**config.mk**
```make
export PLATFORM = sky130hd
export DESIGN_NAME = ncd_top
export DESIGN_NICKNAME = d
export VERILOG_FILES = /design/src/logic/ncd_pkg.sv /design/src/logic/ncd_mem_if.sv /design/src/logic/ncd_nibble_mem.sv /design/src/logic/ncd_top.sv
export VERILOG_INCLUDE_DIRS = /design/src /design/src/logic
export SDC_FILE = /design/constraint.sdc
export NUM_CORES = 1
export LEC_CHECK = 0
export ABC_AREA = 1
export BUFFER_PORTS_ARGS = -buffer_cell sky130_fd_sc_hd__buf_2
export CELL_PAD_IN_SITES_DETAIL_PLACEMENT = 1
export CELL_PAD_IN_SITES_GLOBAL_PLACEMENT = 2
export CORE_UTILIZATION = 36
export DETAILED_ROUTE_END_ITERATION = 10
export PLACE_DENSITY_LB_ADDON = 0.1
export SYNTH_ARGS = -nofsm -noshare
export SYNTH_HDL_FRONTEND = slang
export SYNTH_HIERARCHICAL = 1
export SYNTH_SLANG_ARGS = --single-unit
```
**constraint.sdc**
```tcl
create_clock -name core_clk -period 16.29 [get_ports core_clk]
set_input_delay 3.258 -clock core_clk [delete_from_list [all_inputs] [get_ports core_clk]]
set_output_delay 3.258 -clock core_clk [all_outputs]
set_load 0.005 [all_outputs]
```
**src/logic/ncd_consts.svh**
```systemverilog
// Constants for the Clear and Write NVM command decoder
`ifndef NCD_CONSTS_SVH
`define NCD_CONSTS_SVH

// Command codes and addresses
`define NCD_CMD_CLEAR       4'h7
`define NCD_CMD_UNIMPL      4'h8
`define NCD_CMD_WRITE_NVM   4'h9
`define NCD_GLOBAL_ADDR     4'h0

// Mirror location that holds the bus address
`define NCD_ADDR_LOC_BANK   2'h1
`define NCD_ADDR_LOC_NIBBLE 4'h7

// Response constant fields
`define NCD_RESP_ARMED_ONES 2'h3
`define NCD_RESP_PLAIN_MID  8'h0f

// Register byte offsets
`define NCD_OFS_CTRL        8'h00
`define NCD_OFS_ADDR        8'h04
`define NCD_OFS_STATUS      8'h08
`define NCD_OFS_RESP        8'h0c

// Control register fields
`define NCD_CTRL_ARM        0
`define NCD_CTRL_BANK_LO    1
`define NCD_CTRL_BANK_HI    2
`define NCD_CTRL_ENH_LONG   3
`define NCD_CTRL_ENH_SHORT  4

// Status register fields
`define NCD_STAT_SW_OPEN    0
`define NCD_STAT_BUSY       1
`define NCD_STAT_LRESET     2

// Reset values
`define NCD_CTRL_RST        5'h00
`define NCD_ADDR_RST        4'h0
`define NCD_SW_OPEN_RST     1'b1

// AXI responses
`define NCD_RESP_OKAY       2'h0
`define NCD_RESP_SLVERR     2'h2

// Timing
`define NCD_CLK_PERIOD_NS   10
`define NCD_PER_BIT_PROGRAM_TIME_NS 1000
`define NCD_PROG_BIT_CYC    ((`NCD_PER_BIT_PROGRAM_TIME_NS + `NCD_CLK_PERIOD_NS - 1) / `NCD_CLK_PERIOD_NS)

`endif

```
**src/logic/ncd_pkg.sv**
```systemverilog
// Types for the Clear and Write NVM command decoder
package ncd_pkg;

   typedef enum logic [1:0] {
      FMT_STD_LONG  = 2'h0,
      FMT_STD_SHORT = 2'h1,
      FMT_ENH_LONG  = 2'h2,
      FMT_ENH_SHORT = 2'h3
   } ncd_fmt_t;

   typedef enum logic [4:0] {
      ST_IDLE  = 5'h01,
      ST_WRITE = 5'h02,
      ST_READ  = 5'h04,
      ST_RESP  = 5'h08,
      ST_PROG  = 5'h10
   } ncd_state_t;

endpackage

```
**src/logic/ncd_mem_if.sv**
```systemverilog
// Port bundle between the decoder and its nibble memory
`timescale 1ns/10ps
interface ncd_mem_if #(
   parameter int AW = 6,
   parameter int DW = 4
);
   logic          wr_en;
   logic [AW-1:0] addr;
   logic [DW-1:0] wdata;
   logic [DW-1:0] rdata;

   modport ctrl (output wr_en, output addr, output wdata, input rdata);
   modport mem  (input wr_en, input addr, input wdata, output rdata);
endinterface

```
**src/logic/ncd_nibble_mem.sv**
```systemverilog
// Mirror and programmable nibble store with registered read
`timescale 1ns/10ps
module ncd_nibble_mem #(
   parameter int AW = 6,
   parameter int DW = 4
) (
   input  wire logic core_clk,
   input  wire logic sys_rst,
   ncd_mem_if.mem    port
);
   logic [DW-1:0] cell_q [2**AW];

   // Cell storage
   always_ff @(posedge core_clk or posedge sys_rst) begin
      if (sys_rst) begin
         for (int i = 0; i < 2**AW; i++) begin
            cell_q[i] <= '0;
         end
      end else if (port.wr_en) begin
         cell_q[port.addr] <= port.wdata;
      end
   end

   // Registered read data
   always_ff @(posedge core_clk or posedge sys_rst) begin
      if (sys_rst) begin
         port.rdata <= '0;
      end else begin
         port.rdata <= cell_q[port.addr];
      end
   end
endmodule

```
**src/logic/ncd_top.sv**
```systemverilog
// Clear and Write NVM command decoder with AXI4-Lite registers
//
// Behaviour
// (RQ1) Clear accepted in all four formats
// (RQ2) Clear command code is 0111
// (RQ3) Clear needs own or global address
// (RQ4) Clear opens switch, resets device logic
// (RQ5) Clear data bits are ignored
// (RQ6) Clear sends no response
// (RQ7) Clear with foreign address is discarded
// (RQ8) Command code 1000 is always ignored
// (RQ9) Write NVM only in long formats
// (RQ10) Write NVM ignored while address is zero
// (RQ11) Write NVM command code is 1001
// (RQ12) Data: nibble select high, value low
// (RQ13) Armed write programs selected nibble
// (RQ14) Write NVM needs exact own address
// (RQ15) Armed response: addr, nibble, ones, bank, data
// (RQ16) Response bank bits show chosen bank
// (RQ17) Unarmed: update mirror, echo address
// (RQ18) Changed address appears in response
// (RQ19) Master waits out the programming time
// (RQ20) Ignored command changes nothing at all
//
// The placing of the registers and the AXI4-Lite register port were left to the implementer.
`timescale 1ns/10ps
`include "ncd_consts.svh"
module ncd_top
   import ncd_pkg::*;
#(
   parameter int AXI_AW       = 8,
   parameter int PROG_BIT_CYC = `NCD_PROG_BIT_CYC
) (
   input  wire logic              core_clk,
   input  wire logic              sys_rst,
   input  wire logic              frame_valid,
   input  wire logic [3:0]        frame_cmd,
   input  wire logic [3:0]        frame_addr,
   input  wire logic [7:0]        frame_data,
   input  wire logic [1:0]        frame_fmt,
   input  wire logic              frame_crc_ok,
   output logic                   bus_switch_open_q,
   output logic                   logic_reset_q,
   output logic                   resp_valid_q,
   output logic [15:0]            resp_data_q,
   output logic                   prog_busy_q,
   input  wire logic [AXI_AW-1:0] s_axi_awaddr,
   input  wire logic              s_axi_awvalid,
   output logic                   s_axi_awready,
   input  wire logic [31:0]       s_axi_wdata,
   input  wire logic [3:0]        s_axi_wstrb,
   input  wire logic              s_axi_wvalid,
   output logic                   s_axi_wready,
   output logic [1:0]             s_axi_bresp,
   output logic                   s_axi_bvalid,
   input  wire logic              s_axi_bready,
   input  wire logic [AXI_AW-1:0] s_axi_araddr,
   input  wire logic              s_axi_arvalid,
   output logic                   s_axi_arready,
   output logic [31:0]            s_axi_rdata,
   output logic [1:0]             s_axi_rresp,
   output logic                   s_axi_rvalid,
   input  wire logic              s_axi_rready
);
   ncd_mem_if #(.AW(6), .DW(4)) mem_bus ();

   ncd_state_t         state_q;
   logic [4:0]         ctrl_q;
   logic [3:0]         assigned_bus_address_q;
   logic [3:0]         nibble_select_q;
   logic [3:0]         value_q;
   logic [1:0]         bank_q;
   logic               armed_q;
   logic [15:0]        prog_cnt_q;
   logic [15:0]        prog_cyc;
   logic [2:0]         bit_cnt;
   logic               otp_write_arm;
   logic [1:0]         bank_sel;
   logic               fmt_ok_clear;
   logic               fmt_ok_long;
   logic               accept_clear;
   logic               accept_write;
   logic               addr_loc_hit;
   logic [AXI_AW-1:0]  aw_addr_q;
   logic [31:0]        w_data_q;
   logic [3:0]         w_strb_q;
   logic               aw_full_q;
   logic               w_full_q;
   logic               do_write;
   logic               wr_ctrl;
   logic               wr_addr;
   logic               wr_status;
   logic               wr_mapped;
   logic [31:0]        rd_mux;
   logic               rd_mapped;

   assign otp_write_arm = ctrl_q[`NCD_CTRL_ARM];
   assign bank_sel      = ctrl_q[`NCD_CTRL_BANK_HI:`NCD_CTRL_BANK_LO];

   // (RQ1) Clear format check
   always_comb begin
      case (ncd_fmt_t'(frame_fmt))
         FMT_STD_LONG:  fmt_ok_clear = 1'b1;
         FMT_STD_SHORT: fmt_ok_clear = 1'b1;
         FMT_ENH_LONG:  fmt_ok_clear = ctrl_q[`NCD_CTRL_ENH_LONG];
         FMT_ENH_SHORT: fmt_ok_clear = ctrl_q[`NCD_CTRL_ENH_SHORT];
         default:       fmt_ok_clear = 1'b0;
      endcase
   end

   // (RQ9) Long formats only
   always_comb begin
      case (ncd_fmt_t'(frame_fmt))
         FMT_STD_LONG: fmt_ok_long = 1'b1;
         FMT_ENH_LONG: fmt_ok_long = ctrl_q[`NCD_CTRL_ENH_LONG];
         default:      fmt_ok_long = 1'b0;
      endcase
   end

   // (RQ2) (RQ3) (RQ5) (RQ7) Clear decode, data unused
   assign accept_clear = frame_valid && frame_crc_ok && fmt_ok_clear
                         && (frame_cmd == `NCD_CMD_CLEAR)
                         && ((frame_addr == assigned_bus_address_q)
                             || (frame_addr == `NCD_GLOBAL_ADDR));

   // (RQ10) (RQ11) (RQ14) Write NVM decode; (RQ8) other codes fall through
   assign accept_write = frame_valid && frame_crc_ok && fmt_ok_long
                         && (state_q == ST_IDLE)
                         && (frame_cmd == `NCD_CMD_WRITE_NVM)
                         && (assigned_bus_address_q != `NCD_GLOBAL_ADDR)
                         && (frame_addr == assigned_bus_address_q);

   assign addr_loc_hit = (bank_q == `NCD_ADDR_LOC_BANK) && (nibble_select_q == `NCD_ADDR_LOC_NIBBLE);

   // Bits being programmed, at least one
   always_comb begin
      bit_cnt = 3'(value_q[0]) + 3'(value_q[1]) + 3'(value_q[2]) + 3'(value_q[3]);
      if (bit_cnt == 3'h0) begin
         bit_cnt = 3'h1;
      end
      prog_cyc = 16'(PROG_BIT_CYC) * 16'(bit_cnt);
   end

   // Memory access from latched command
   assign mem_bus.wr_en = (state_q == ST_WRITE);
   assign mem_bus.addr  = {bank_q, nibble_select_q};
   assign mem_bus.wdata = value_q;

   ncd_nibble_mem #(.AW(6), .DW(4)) u_mem (
      .core_clk (core_clk),
      .sys_rst  (sys_rst),
      .port     (mem_bus.mem)
   );

   // (RQ12) (RQ16) Latch command fields and bank
   always_ff @(posedge core_clk or posedge sys_rst) begin
      if (sys_rst) begin
         nibble_select_q <= 4'h0;
         value_q         <= 4'h0;
         bank_q          <= 2'h0;
         armed_q         <= 1'b0;
      end else if (accept_write && !accept_clear) begin
         nibble_select_q <= frame_data[7:4];
         value_q         <= frame_data[3:0];
         bank_q          <= bank_sel;
         armed_q         <= otp_write_arm;
      end
   end

   // Command sequencer
   always_ff @(posedge core_clk or posedge sys_rst) begin
      if (sys_rst) begin
         state_q    <= ST_IDLE;
         prog_cnt_q <= 16'h0;
      end else if (accept_clear) begin
         // (RQ4) Clear resets sequencer
         state_q    <= ST_IDLE;
         prog_cnt_q <= 16'h0;
      end else begin
         case (state_q)
            ST_IDLE: begin
               // (RQ20) Ignored frames leave state alone
               if (accept_write) begin
                  state_q <= ST_WRITE;
               end
            end
            ST_WRITE: begin
               state_q <= ST_READ;
            end
            ST_READ: begin
               state_q <= ST_RESP;
            end
            ST_RESP: begin
               // (RQ19) Programming time per bit
               if (armed_q) begin
                  state_q    <= ST_PROG;
                  prog_cnt_q <= prog_cyc;
               end else begin
                  state_q <= ST_IDLE;
               end
            end
            ST_PROG: begin
               if (prog_cnt_q <= 16'h1) begin
                  state_q    <= ST_IDLE;
                  prog_cnt_q <= 16'h0;
               end else begin
                  prog_cnt_q <= prog_cnt_q - 16'h1;
               end
            end
            default: begin
               state_q <= ST_IDLE;
            end
         endcase
      end
   end

   // Response frame
   always_ff @(posedge core_clk or posedge sys_rst) begin
      if (sys_rst) begin
         resp_valid_q <= 1'b0;
         resp_data_q  <= 16'h0;
      end else if (accept_clear) begin
         // (RQ6) No response on Clear
         resp_valid_q <= 1'b0;
      end else if (state_q == ST_RESP) begin
         resp_valid_q <= 1'b1;
         if (armed_q) begin
            // (RQ13) (RQ15) (RQ16) Armed layout
            resp_data_q <= {assigned_bus_address_q, nibble_select_q, `NCD_RESP_ARMED_ONES, bank_q, mem_bus.rdata};
         end else begin
            // (RQ17) (RQ18) Address echo, new value
            resp_data_q <= {assigned_bus_address_q, `NCD_RESP_PLAIN_MID, assigned_bus_address_q};
         end
      end else begin
         resp_valid_q <= 1'b0;
      end
   end

   // Busy flag
   always_ff @(posedge core_clk or posedge sys_rst) begin
      if (sys_rst) begin
         prog_busy_q <= 1'b0;
      end else begin
         prog_busy_q <= !accept_clear && ((state_q == ST_PROG && prog_cnt_q > 16'h1)
                        || (state_q == ST_RESP && armed_q));
      end
   end

   // (RQ4) Switch open and logic reset pulse
   always_ff @(posedge core_clk or posedge sys_rst) begin
      if (sys_rst) begin
         bus_switch_open_q <= `NCD_SW_OPEN_RST;
         logic_reset_q     <= 1'b0;
      end else begin
         logic_reset_q <= accept_clear;
         if (accept_clear) begin
            bus_switch_open_q <= 1'b1;
         end else if (wr_status && w_strb_q[0] && w_data_q[`NCD_STAT_SW_OPEN]) begin
            bus_switch_open_q <= 1'b0;
         end
      end
   end

   // AXI write channel capture
   assign do_write  = aw_full_q && w_full_q && !s_axi_bvalid;
   assign wr_ctrl   = do_write && (aw_addr_q[AXI_AW-1:2] == `NCD_OFS_CTRL >> 2);
   assign wr_addr   = do_write && (aw_addr_q[AXI_AW-1:2] == `NCD_OFS_ADDR >> 2);
   assign wr_status = do_write && (aw_addr_q[AXI_AW-1:2] == `NCD_OFS_STATUS >> 2);
   assign wr_mapped = wr_ctrl || wr_addr || wr_status
                      || (aw_addr_q[AXI_AW-1:2] == `NCD_OFS_RESP >> 2);

   always_ff @(posedge core_clk or posedge sys_rst) begin
      if (sys_rst) begin
         s_axi_awready <= 1'b1;
         aw_full_q     <= 1'b0;
         aw_addr_q     <= '0;
      end else if (s_axi_awvalid && s_axi_awready) begin
         s_axi_awready <= 1'b0;
         aw_full_q     <= 1'b1;
         aw_addr_q     <= s_axi_awaddr;
      end else if (s_axi_bvalid && s_axi_bready) begin
         s_axi_awready <= 1'b1;
         aw_full_q     <= 1'b0;
      end
   end

   always_ff @(posedge core_clk or posedge sys_rst) begin
      if (sys_rst) begin
         s_axi_wready <= 1'b1;
         w_full_q     <= 1'b0;
         w_data_q     <= 32'h0;
         w_strb_q     <= 4'h0;
      end else if (s_axi_wvalid && s_axi_wready) begin
         s_axi_wready <= 1'b0;
         w_full_q     <= 1'b1;
         w_data_q     <= s_axi_wdata;
         w_strb_q     <= s_axi_wstrb;
      end else if (s_axi_bvalid && s_axi_bready) begin
         s_axi_wready <= 1'b1;
         w_full_q     <= 1'b0;
      end
   end

   // Write response
   always_ff @(posedge core_clk or posedge sys_rst) begin
      if (sys_rst) begin
         s_axi_bvalid <= 1'b0;
         s_axi_bresp  <= `NCD_RESP_OKAY;
      end else if (do_write) begin
         s_axi_bvalid <= 1'b1;
         s_axi_bresp  <= wr_mapped ? `NCD_RESP_OKAY : `NCD_RESP_SLVERR;
      end else if (s_axi_bready) begin
         s_axi_bvalid <= 1'b0;
      end
   end

   // Control register; Clear returns it to reset
   always_ff @(posedge core_clk or posedge sys_rst) begin
      if (sys_rst) begin
         ctrl_q <= `NCD_CTRL_RST;
      end else if (accept_clear) begin
         ctrl_q <= `NCD_CTRL_RST;
      end else if (wr_ctrl && w_strb_q[0]) begin
         ctrl_q <= w_data_q[4:0];
      end
   end

   // Bus address; (RQ18) Write NVM to address location wins
   always_ff @(posedge core_clk or posedge sys_rst) begin
      if (sys_rst) begin
         assigned_bus_address_q <= `NCD_ADDR_RST;
      end else if (state_q == ST_WRITE && addr_loc_hit) begin
         assigned_bus_address_q <= value_q;
      end else if (wr_addr && w_strb_q[0]) begin
         assigned_bus_address_q <= w_data_q[3:0];
      end
   end

   // Read data mux
   always_comb begin
      rd_mux    = 32'h0;
      rd_mapped = 1'b1;
      case (s_axi_araddr[AXI_AW-1:2])
         `NCD_OFS_CTRL >> 2: begin
            rd_mux[4:0] = ctrl_q;
         end
         `NCD_OFS_ADDR >> 2: begin
            rd_mux[3:0] = assigned_bus_address_q;
         end
         `NCD_OFS_STATUS >> 2: begin
            rd_mux[`NCD_STAT_SW_OPEN] = bus_switch_open_q;
            rd_mux[`NCD_STAT_BUSY]    = (state_q != ST_IDLE);
            rd_mux[`NCD_STAT_LRESET]  = logic_reset_q;
         end
         `NCD_OFS_RESP >> 2: begin
            rd_mux[15:0] = resp_data_q;
         end
         default: begin
            rd_mapped = 1'b0;
         end
      endcase
   end

   // Read channel
   always_ff @(posedge core_clk or posedge sys_rst) begin
      if (sys_rst) begin
         s_axi_arready <= 1'b1;
         s_axi_rvalid  <= 1'b0;
         s_axi_rdata   <= 32'h0;
         s_axi_rresp   <= `NCD_RESP_OKAY;
      end else if (s_axi_arvalid && s_axi_arready) begin
         s_axi_arready <= 1'b0;
         s_axi_rvalid  <= 1'b1;
         s_axi_rdata   <= rd_mux;
         s_axi_rresp   <= rd_mapped ? `NCD_RESP_OKAY : `NCD_RESP_SLVERR;
      end else if (s_axi_rvalid && s_axi_rready) begin
         s_axi_arready <= 1'b1;
         s_axi_rvalid  <= 1'b0;
      end
   end
endmodule

```
# == Word-level counts from Yosys, hierarchy flattened ==
# Index checks and enable logic that the tools add are counted.
# totals
elab_cells,227
register_bits,362
# classes
bitwise,2
eq_ne,23
add_sub_neg,4
n_lt_le_gt_ge,4
mux,46
multipliers,1
n_reduce_logical,56
# ops
operator,n
bitwise mux 256 bit,1
2-to-1 mux 16 bit,3
case mux 16 bit (2 select lines),1
logical AND 1 bit,30
2-to-1 mux 5 bit,6
case mux 5 bit (5 select lines),1
binary-select mux 4 bit (select 6 bit),1
demux 4 bit (select 6 bit),1
equality test 6 x 2 -> 1 bit (second input constant),4
2-to-1 mux 4 bit,5
2-to-1 mux 1 bit,17
> comparator 16 x 1 -> 1 bit (second input constant),1
less-or-equal comparator 16 x 1 -> 1 bit (second input constant),1
subtractor 16 x 1 -> 16 bit (second input constant),1
nonzero test 2 bit,7
equality test 6 x 1 -> 1 bit (second input constant),2
zero test 6 bit,2
2-to-1 mux 12 bit,1
case mux 3 bit (4 select lines),1
2-to-1 mux 11 bit,1
inequality test 3 bit (second input constant),3
equality test 4 x 3 -> 1 bit (second input constant),2
multiplier 5 x 3 -> 8 bit (first input constant),1
greater-or-equal comparator 7 bit (second input constant),1
other kinds (30),42

# == Logic depth before layout (Yosys ltp) ==
# Gate-level depths: netlist (run 1).
# depth
depth_word,10
ltp_mapped,13
depth_no_buf,11

# == Modules after synthesis ==
# The synthesis (run 1) kept the hierarchy.
# by_module_without_submodules
module,area_per_inst_um2,n_inst,cells_per_inst
ncd_nibble_mem,12323.1,1,1637
ncd_top,5223.8,1,679

# == Worst setup path before layout (run 1) ==
# Ideal clock, no wire load.
# synth_timing
kind,input port to flip-flop
startpoint,in s_axi_araddr[5]
endpoint,reg s_axi_rdata[7]
t_arrival_ns,4.130
n_path_buf,1
setup_slack_ns,12.064
required_ns,16.194
cell_stages,5
cell_sequence,nor2_1 and3_1 nand2_1 clkbuf_1 o31ai_1
# synth_via
elab_chain_cells,2
# synth_rtl
element,line_no,text
start: declaration,ncd_top.sv:57,"input wire logic [AXI_AW-1:0] s_axi_araddr,"
equality test 6 x 2 -> 1 bit,ncd_top.sv:343,case (s_axi_araddr[AXI_AW-1:2])
2-to-1 mux 11 bit,ncd_top.sv:343,
end signal: assignment,ncd_top.sv:374,s_axi_rdata <= rd_mux;
end: declaration,ncd_top.sv:60,"output logic [31:0] s_axi_rdata,"
# Every way passes these cells.
# A chain may end at the register's enable or synchronous reset.

# == Worst setup path in the final report (run 1) ==
# layout_timing
startpoint,in frame_addr[0]
endpoint,reg resp_data_q[9]
# layout_via
elab_chain_cells,5
# layout_rtl
element,line_no,text
start: declaration,ncd_top.sv:38,"input wire logic [3:0] frame_addr,"
equality test 4 bit or zero test 4 bit (tied branches),-,
logical OR 1 bit *,ncd_top.sv:123,&& ((frame_addr == assigned_bus_address_q)
logical AND 1 bit *,ncd_top.sv:121,assign accept_clear = frame_valid && frame_crc_ok && fmt_ok_clear
inverter 1 bit (no source line) *,-,
AND reduction 2 bit (no source line) *,-,
end signal: assignment,ncd_top.sv:229,"resp_data_q <= {assigned_bus_address_q, nibble_select_q, `NCD_RESP_ARMED_ONES, bank_q, mem_bus.rdata};"
end signal: assignment,ncd_top.sv:232,"resp_data_q <= {assigned_bus_address_q, `NCD_RESP_PLAIN_MID, assigned_bus_address_q};"
end: declaration,ncd_top.sv:45,"output logic [15:0] resp_data_q,"
# Every way passes the cells marked *; elsewhere a longest branch is shown, timed or not.

==> results of run 1 <==
==> worst min-delay path, delay by kind of cell (launching register included) <==
family,cells,cell delay [ns]
and+or+nand+nor,2,0.10
DFF,1,0.34
==> final cells by class <==
class / count / share of cell area
Antenna cell: 1 / 0.000126
Clock buffer: 69 / 0.0673
Clock inverter: 11 / 0.00441
Inverter: 145 / 0.0282
Multi-Input combinational cell: 1727 / 0.383
Sequential cell: 356 / 0.449
Tap cell: 615 / 0.0387
Timing Repair Buffer: 106 / 0.0297
==> worst max path at each step <==
stage	depth (start not counted)	slack (ns)	to
after global routing	12	11.55	resp_data_q[2]
after detailed placement	11	11.16	resp_data_q[9]
after global placement	11	11.21	resp_data_q[9]
after CTS	11	11.74	resp_data_q[9]
final	11	11.75	resp_data_q[9]
after floorplan	1	5.88	u_mem/cell_q[0]
==> routing by layer <==
layer  vias up  part of all wire  wire length [µm]  track usage
li1       7388                 -                 -            -
met1      7303              0.48             26300        0.315
met2       193              0.47             25800        0.377
met3        65             0.032              1750       0.0316
met4         0             0.018              1010       0.0516
met5         -                 0                 0            0
==> kinds of logic (layout without fill, tap and decap cells) <==
family | Yosys count | in the layout | share of synthesized area
DFF | 356 | 356 | 0.508
AOI/OAI and AO/OA | 358 | 358 | 0.104
muxes | 4 | 4 | 0.00257
buffers and inverters | 250 | 331 | 0.0625
and+or+nand+nor | 1331 | 1331 | 0.312
adders and majority gates | 8 | 8 | 0.00613
other | 1 | 19 | 0.000214
xor gates and xnor gates | 8 | 8 | 0.00399
==> power by group through the flow <==
stage                     clock, W  sequential (W)  combinational [W]
after global placement           0        0.000953           0.000120
after floorplan                  0        0.000950          0.0000826
after global routing       0.00103        0.000943           0.000140
after detailed placement         0        0.000955           0.000123
after CTS                 0.000997        0.000939           0.000125
final                     0.000969        0.000939           0.000120
==> sequential cells by signal (all words and copies together), names as in the netlist, 2 cells and up <==
register	flops
resp_data_q	15
mem_bus.wdata	4
prog_cnt_q	16
state_q	5
bank_q	2
u_mem/cell_q	256
aw_addr_q	6
u_mem/port.rdata	4
ctrl_q	5
s_axi_rdata	15
nibble_select_q	4
w_data_q	5
assigned_bus_address_q	4
==> placed cells by master, fill, tap and decap left out, drive strengths merged, types with 5 or more instances in the layout <==
master  synthesis  routed
buf            63     106
o31ai           5       5
clkbuf         42      69
nand3          59      59
conb            1      18
xor2            5       5
inv           145     147
nor3           14      14
dfstp           5       5
or2             6       6
nand4           9       9
clkinv          0       8
a21oi          47      47
o21ai         300     300
ha              7       7
nor2          157     157
nand2        1077    1077
dfrtp         351     351
==> stage by stage <==
step	cells	hold slack, ns	cell area (µm²)	util
global placement	2949	0.459	18400	0.385
detailed placement	2949	0.459	18400	0.385
CTS	3029	0.474	19900	0.414
floorplan	2333	0.443	17600	-
global route	3030	0.498	19900	0.414
finish	3030	0.471	19900	0.414
==> summary.md, run 1 <==
| Metric | Value |
|---|---|
| Status | `completed` |
| Layout overhead on the synthesized area | `13.2%` |
| Clock Sink Count | `approximately 360` |
| Crit path required time | `16.74 ns` |
| Fmax | `around 0.22 GHz` |
| Worst Max-Slew Pin Slew | `1.20 ns` |
| Power per Cell Area | `102 nW/µm²` |
| Maximum net fanout on the critical path | `22` |
| Fraction of power spent switching nets | `0.243` |
| Worst reg-to-reg setup slack | `13.26 ns` |
| Final HPWL from detailed placement | `36100 µm` |
| CTS tree | `done` |
| Portion of total power attributed to sequential cells | `0.463` |
| Initial cell density of the core | `0.366` |
| Number of DRC violations after detailed routing | `0` |
| Proportion of layout cells with a drive suffix above 1 | `0.117` |
| Area enclosed by the die boundary | `49600 µm²` |
| Worst-skew pair later-pin latency | `0.58 ns` |
| Critical path's slowest cell | `nand2_2` |
| Critical Path Source | `frame_addr[0]` |
| Count of fill cells added during filler insertion | `5912` |
| Delay of the slowest cell on the worst path | `between 0.4 and 0.5 ns` |
| Placer's final routability congestion estimate | `0.791` |
| Number of setup buffers added after CTS | `0` |
| Kind of end point of the critical path | `flop` |
| Sequential share of the synthesized area | `0.508` |
| Die extent in x | `223 µm` |
| Startpoint of the worst hold path | `aw_full_q` |
| Routed Wire Length | `54900 µm` |
| Number of max-capacitance violations reported | `0` |
| Multi-input combinational cell area | `between 7000 and 8000 µm²` |
| Kind of cell adding the most delay to the critical path | `simple AND/OR/NAND/NOR gates` |
| Layout Nets | `2467` |
| Placeable Area | `47900 µm²` |
| Share of flip-flops with an asynchronous set or reset after synthesis | `1.00` |
| Quantity of I/O buffers inserted on ports | `87` |
| Endpoint of the lowest-slack register-to-register path | `u_mem/cell_q[4]` |
| Worst hold path class | `flop to flop` |
| Design Power | `0.00203 W` |
| Post-synthesis instance total | `2316` |
| Die height | `223 µm` |
| Cell types with the largest area share after synthesis | `dfrtp_1 (50%), nand2_1 (22%), o21ai_0 (7.7%), nor2_1 (2.8%), inv_1 (2.7%)` |
| Wire length per cell after detailed routing | `18.1 µm` |
| Crit-path cells | `buf_2, inv_1, nand2_1, nand2_1, nor2_1, nand2_1, nand2_1, nand2_2, nand2_2, inv_2, o21ai_1` |
| Global Route Usage Sum | `0.228` |
| Endpoint of the worst hold path | `aw_full_q` |
| IO Count | `140` |
| Relative contribution of the clock network to total power | `0.478` |
| Standby leakage power | `10.1 nW` |
| Max_slew headroom | `0.199` |
| First DRT Iteration DRCs | `779` |
| Number of iterations in the first detailed-routing pass | `5` |
| Worst Hold Path Cells | `2` |
| Setup WS post-layout | `11.75 ns` |
| Vias in the first global route | `15600` |
| Pin count of the biggest net entering global routing | `163` |
| RSZ-0062 raised after global routing | `no` |
| Post-route fraction of the period consumed by the critical path | `0.279` |
| Startpoint types | `input port` |
| Maximum VDD drop | `a little under 70 µV` |
| Most prevalent standard cell on the critical path | `nand2_1` |
| Clock tree root buffer cell | `clkbuf_16` |
| Cell area after synthesis | `17500 µm²` |
| Net switching component of the power | `around 0.0005 W` |
| Hold violation count in the final report | `0` |
| Fraction of post-synthesis cell area in the top cell type by area | `0.501` |
| Signal arrival time at the worst endpoint | `4.99 ns` |
| CTS HTree Levels | `2` |
| Avg Cell Area, Syn | `7.58 µm²` |
| Number of flops mapped to enable cells by yosys | `0` |
| CTS clk-pin slew, worst paths | `around 0.06 ns` |
| Logic depth of the worst register-to-register path | `8` |
| Total vias in the final route | `14900` |
| Worst setup path category | `input port to flop` |
| Pre-CTS worst setup slack | `11.16 ns` |
| Final setup viols | `0` |
| Setup TNS Final | `0 ns` |
| Area occupied by registers | `roughly 8900 µm²` |
| Number of antenna violations at the first check in global routing | `1` |
| Startpoint of the worst-slack reg-to-reg timing path | `nibble_select_q[1]` |
| Internal power | `0.00153 W` |
| Fraction of power consumed by combinational cells | `0.059` |
| Number of buffers added to fix hold violations after cts | `0` |
| Most frequent cell after synthesis | `nand2_1` |
| Final global-route overflow total | `0` |
| Final worst clock skew | `0.00942 ns` |
| Global-route wire length before repair | `~89000 µm` |
| Row cnt | `80` |
| Max Transition Viols Final | `0` |
| Fin crit period | `4.54 ns` |
| Number of gates resized after CTS | `0` |
| Maximum buffer depth of the clock tree | `3` |
| Primary flip-flop cell chosen by synthesis mapping | `dfrtp_1` |
| Per-cell via count in the routed design | `between 4 and 5` |
| Commonest cells post-synth | `nand2_1 (1048), dfrtp_1 (351), o21ai_0 (270)` |
| FF+latch count, synth | `between 300 and 400` |
| Number of library cell types mapped by synthesis | `47` |
| Buffers plus inverters on the worst setup path | `3` |
| Remaining number of nets flagged by the antenna check after routing | `0` |
| Cts bufs inserted | `44` |
| Warnings from Yosys | `6` |
| Top cell type by total area after synthesis | `dfrtp_1` |
(Power assumes the default switching activity.)
==> inputs of run 2 (changes only) <==
--- a/config.mk
+++ b/config.mk
@@ -10,7 +10,7 @@
 export BUFFER_PORTS_ARGS = -buffer_cell sky130_fd_sc_hd__buf_2
 export CELL_PAD_IN_SITES_DETAIL_PLACEMENT = 1
 export CELL_PAD_IN_SITES_GLOBAL_PLACEMENT = 2
-export CORE_UTILIZATION = 36
+export CORE_UTILIZATION = 35
 export DETAILED_ROUTE_END_ITERATION = 10
 export PLACE_DENSITY_LB_ADDON = 0.1
 export SYNTH_ARGS = -nofsm -noshare
==> constraint.sdc (replaced) <==
create_clock -name core_clk -period 4.2 [get_ports core_clk]
set_input_delay 0.84 -clock core_clk [delete_from_list [all_inputs] [get_ports core_clk]]
set_output_delay 0.84 -clock core_clk [all_outputs]
set_load 0.005 [all_outputs]
==> run 2 against run 1 <==
Critical path depth is 5 lower. Combinational power grew to 3.9 times the previous value. Setup slack worse by 10 ns. First-iteration DRC count is 15% higher. Utilization is 0.84 points lower. Sequential cell count stayed put. Critical path type is now flop to flop.
==> summary.md, run 2 (synthesis results as in run 1) <==
| Metric | Value |
|---|---|
| Delay of the slowest cell on the worst path | `0.80 ns` |
| Critical path's slowest cell | `dfrtp_4` |
| First DRT Iteration DRCs | `around 900` |
| Max Transition Viols Final | `0` |
| Kind of cell adding the most delay to the critical path | `simple AND/OR/NAND/NOR gates` |
| Met1 Track Usage GR | `0.320` |
| Number of DRC violations after detailed routing | `0` |
| Worst hold path class | `input port to flop` |
| Maximum VDD drop | `278 µV` |
| Standby leakage power | `10.1 nW` |
| Number of flip-flops in the largest register | `roughly 260` |
| CTS tree | `done` |
| Pre-CTS worst setup slack | `1.27 ns` |
| Wire length per cell after detailed routing | `18.3 µm` |
| Number of iterations in the first detailed-routing pass | `5` |
| Initial cell density of the core | `0.357` |
| Crit path required time | `4.60 ns` |
| Setup WS post-layout | `roughly 1.3 ns` |
| Layout overhead on the synthesized area | `13.7%` |
| GRT met3 Usage | `0.0314` |
| CTS clk-pin slew, worst paths | `0.06 ns` |
| Clock tree root buffer cell | `clkbuf_16` |
| Crit-path cells | `inv_4, buf_4, nor2_4, nand2_2, nor2_2, a21oi_1` |
| Buffers plus inverters on the worst setup path | `2` |
| Area enclosed by the die boundary | `51000 µm²` |
| Global Route Usage Sum | `0.229` |
| Max_slew headroom | `0.309` |
| Commonest cells after routing, fill and taps aside | `nand2_1 (1048), dfrtp_1 (349), o21ai_0 (270), nor2_1 (132), inv_1 (119)` |
| Maximum buffer depth of the clock tree | `3` |
| Endpoint of the lowest-slack register-to-register path | `u_mem/cell_q[218]` |
| Worst setup endpoint | `u_mem/cell_q[218]` |
| Number of buffers added to fix hold violations after cts | `0` |
| Cts bufs inserted | `44` |
| Startpoint of the worst-slack reg-to-reg timing path | `nibble_select_q[0]` |
| Placeable Area | `a little under 50000 µm²` |
| CTS HTree Levels | `2` |
| Hold violation count in the final report | `0` |
| Number of gates resized after CTS | `0` |
| Remaining number of nets flagged by the antenna check after routing | `0` |
| Setup TNS Final | `0 ns` |
| Final global-route overflow total | `0` |
| RSZ-0062 raised after global routing | `no` |
| Kind of end point of the critical path | `flop` |
| Global-route wire length before repair | `90100 µm` |
| Total vias in the final route | `15000` |
| Post-route fraction of the period consumed by the critical path | `0.681` |
| Vias in the first global route | `15600` |
| Row cnt | `81` |
| Routed Wire Length | `roughly 56000 µm` |
| Power per Cell Area | `393 nW/µm²` |
| Number of antenna violations at the first check in global routing | `1` |
| Clock Sink Count | `roughly 360` |
| Most frequent standard cell in the layout excluding fill and tap cells | `nand2_1` |
| Final HPWL from detailed placement | `37500 µm` |
| Placer's final routability congestion estimate | `0.793` |
| Met2 Track Usage GR | `0.374` |
| Largest registers ranked by flip-flop count | `u_mem/cell_q x256, prog_cnt_q x16` |
| Worst-skew pair later-pin latency | `0.58 ns` |
| Fin crit period | `2.86 ns` |
| Critical Path Source | `nibble_select_q[0]` |
| Pin count of the biggest net entering global routing | `155` |
| Worst reg-to-reg setup slack | `1.34 ns` |
| Per-cell via count in the routed design | `4.87` |
| Number of stages on the worst setup path | `6` |
| Fmax | `roughly 0.35 GHz` |
| Die height | `226 µm` |
| Design Power | `0.00784 W` |
| Startpoint types | `flop` |
| Final worst clock skew | `0.0150 ns` |
| Signal arrival time at the worst endpoint | `3.26 ns` |
| Final setup viols | `0` |
| Highest-utilization routing layer at the global route stage | `met2` |
| Status | `completed` |
| Worst Max-Slew Pin Slew | `1.03 ns` |
| Quantity of I/O buffers inserted on ports | `87` |
| Number of setup buffers added after CTS | `0` |
| Die extent in x | `226 µm` |
| Proportion of layout cells with a drive suffix above 1 | `0.117` |
| IO Count | `140` |
| Worst setup path category | `flop to flop` |
| Top reg by flops | `u_mem/cell_q` |
| Maximum net fanout on the critical path | `56` |
| Number of max-capacitance violations reported | `0` |
| Logic depth of the worst register-to-register path | `6` |
| Layout Nets | `around 2500` |
[run 2: cell types whose count changed in the layout (fill, tap and decap cells not counted), sizes merged]
cell	before	now
clkinv	8	3
clkbuf	69	72
clkinvlp	0	2
buf	106	112
inv	147	146
[run 2: metal layers]
metal,vias up,wire length [µm]
met5,-,0
met4,0,1180
met3,62,1690
met2,177,26000
met1,7381,27400
li1,7405,-
[run 2: worst reg2reg max path, stage by stage, from the launching register on]
cell and delay (ns):
dfrtp_4 0.80, inv_4 0.50, buf_4 0.35, nor2_4 0.27
nand2_2 0.27, nor2_2 0.38, a21oi_1 0.13
[run 2: how the worst min path moves through the flow]
stage / from / end / depth (start not counted)
after floorplan: aw_full_q / aw_full_q / 2
after global placement: aw_full_q / aw_full_q / 2
after detailed placement: aw_full_q / aw_full_q / 2
after CTS: s_axi_bready / s_axi_bvalid / 2
after global routing: s_axi_bready / s_axi_bvalid / 2
final: s_axi_bready / s_axi_bvalid / 2
[run 2: cell type report]
class / count / area (µm²)
clock inverters: 7 / 70.1
diodes: 1 / 2.50
well taps: 664 / 831
repair buffers: 112 / 648
inverters: 145 / 556
flip-flops and latches: 356 / 8920
clock buffers: 72 / 1330
multi-input cells: 1727 / 7600
fillers: 6080 / 29200
[run 2: where the power goes]
group	internal, W	switching, W
combinational	0.000151	0.000317
sequential	0.00356	0.0000774
clock	0.00221	0.00152
total	0.00593	0.00191
[run 2: stage by stage]
step / cells / utilization / hold slack (ns) / instance area (µm²)
3_3_place_gp: 3004 / 0.377 / 0.457 / 18600
6_report: 3084 / 0.406 / 0.460 / 20000
5_1_grt: 3084 / 0.406 / 0.450 / 20000
4_1_cts: 3083 / 0.406 / 0.429 / 20000
2_1_floorplan: 2333 / - / 0.443 / 17600
3_5_place_dp: 3004 / 0.377 / 0.460 / 18600
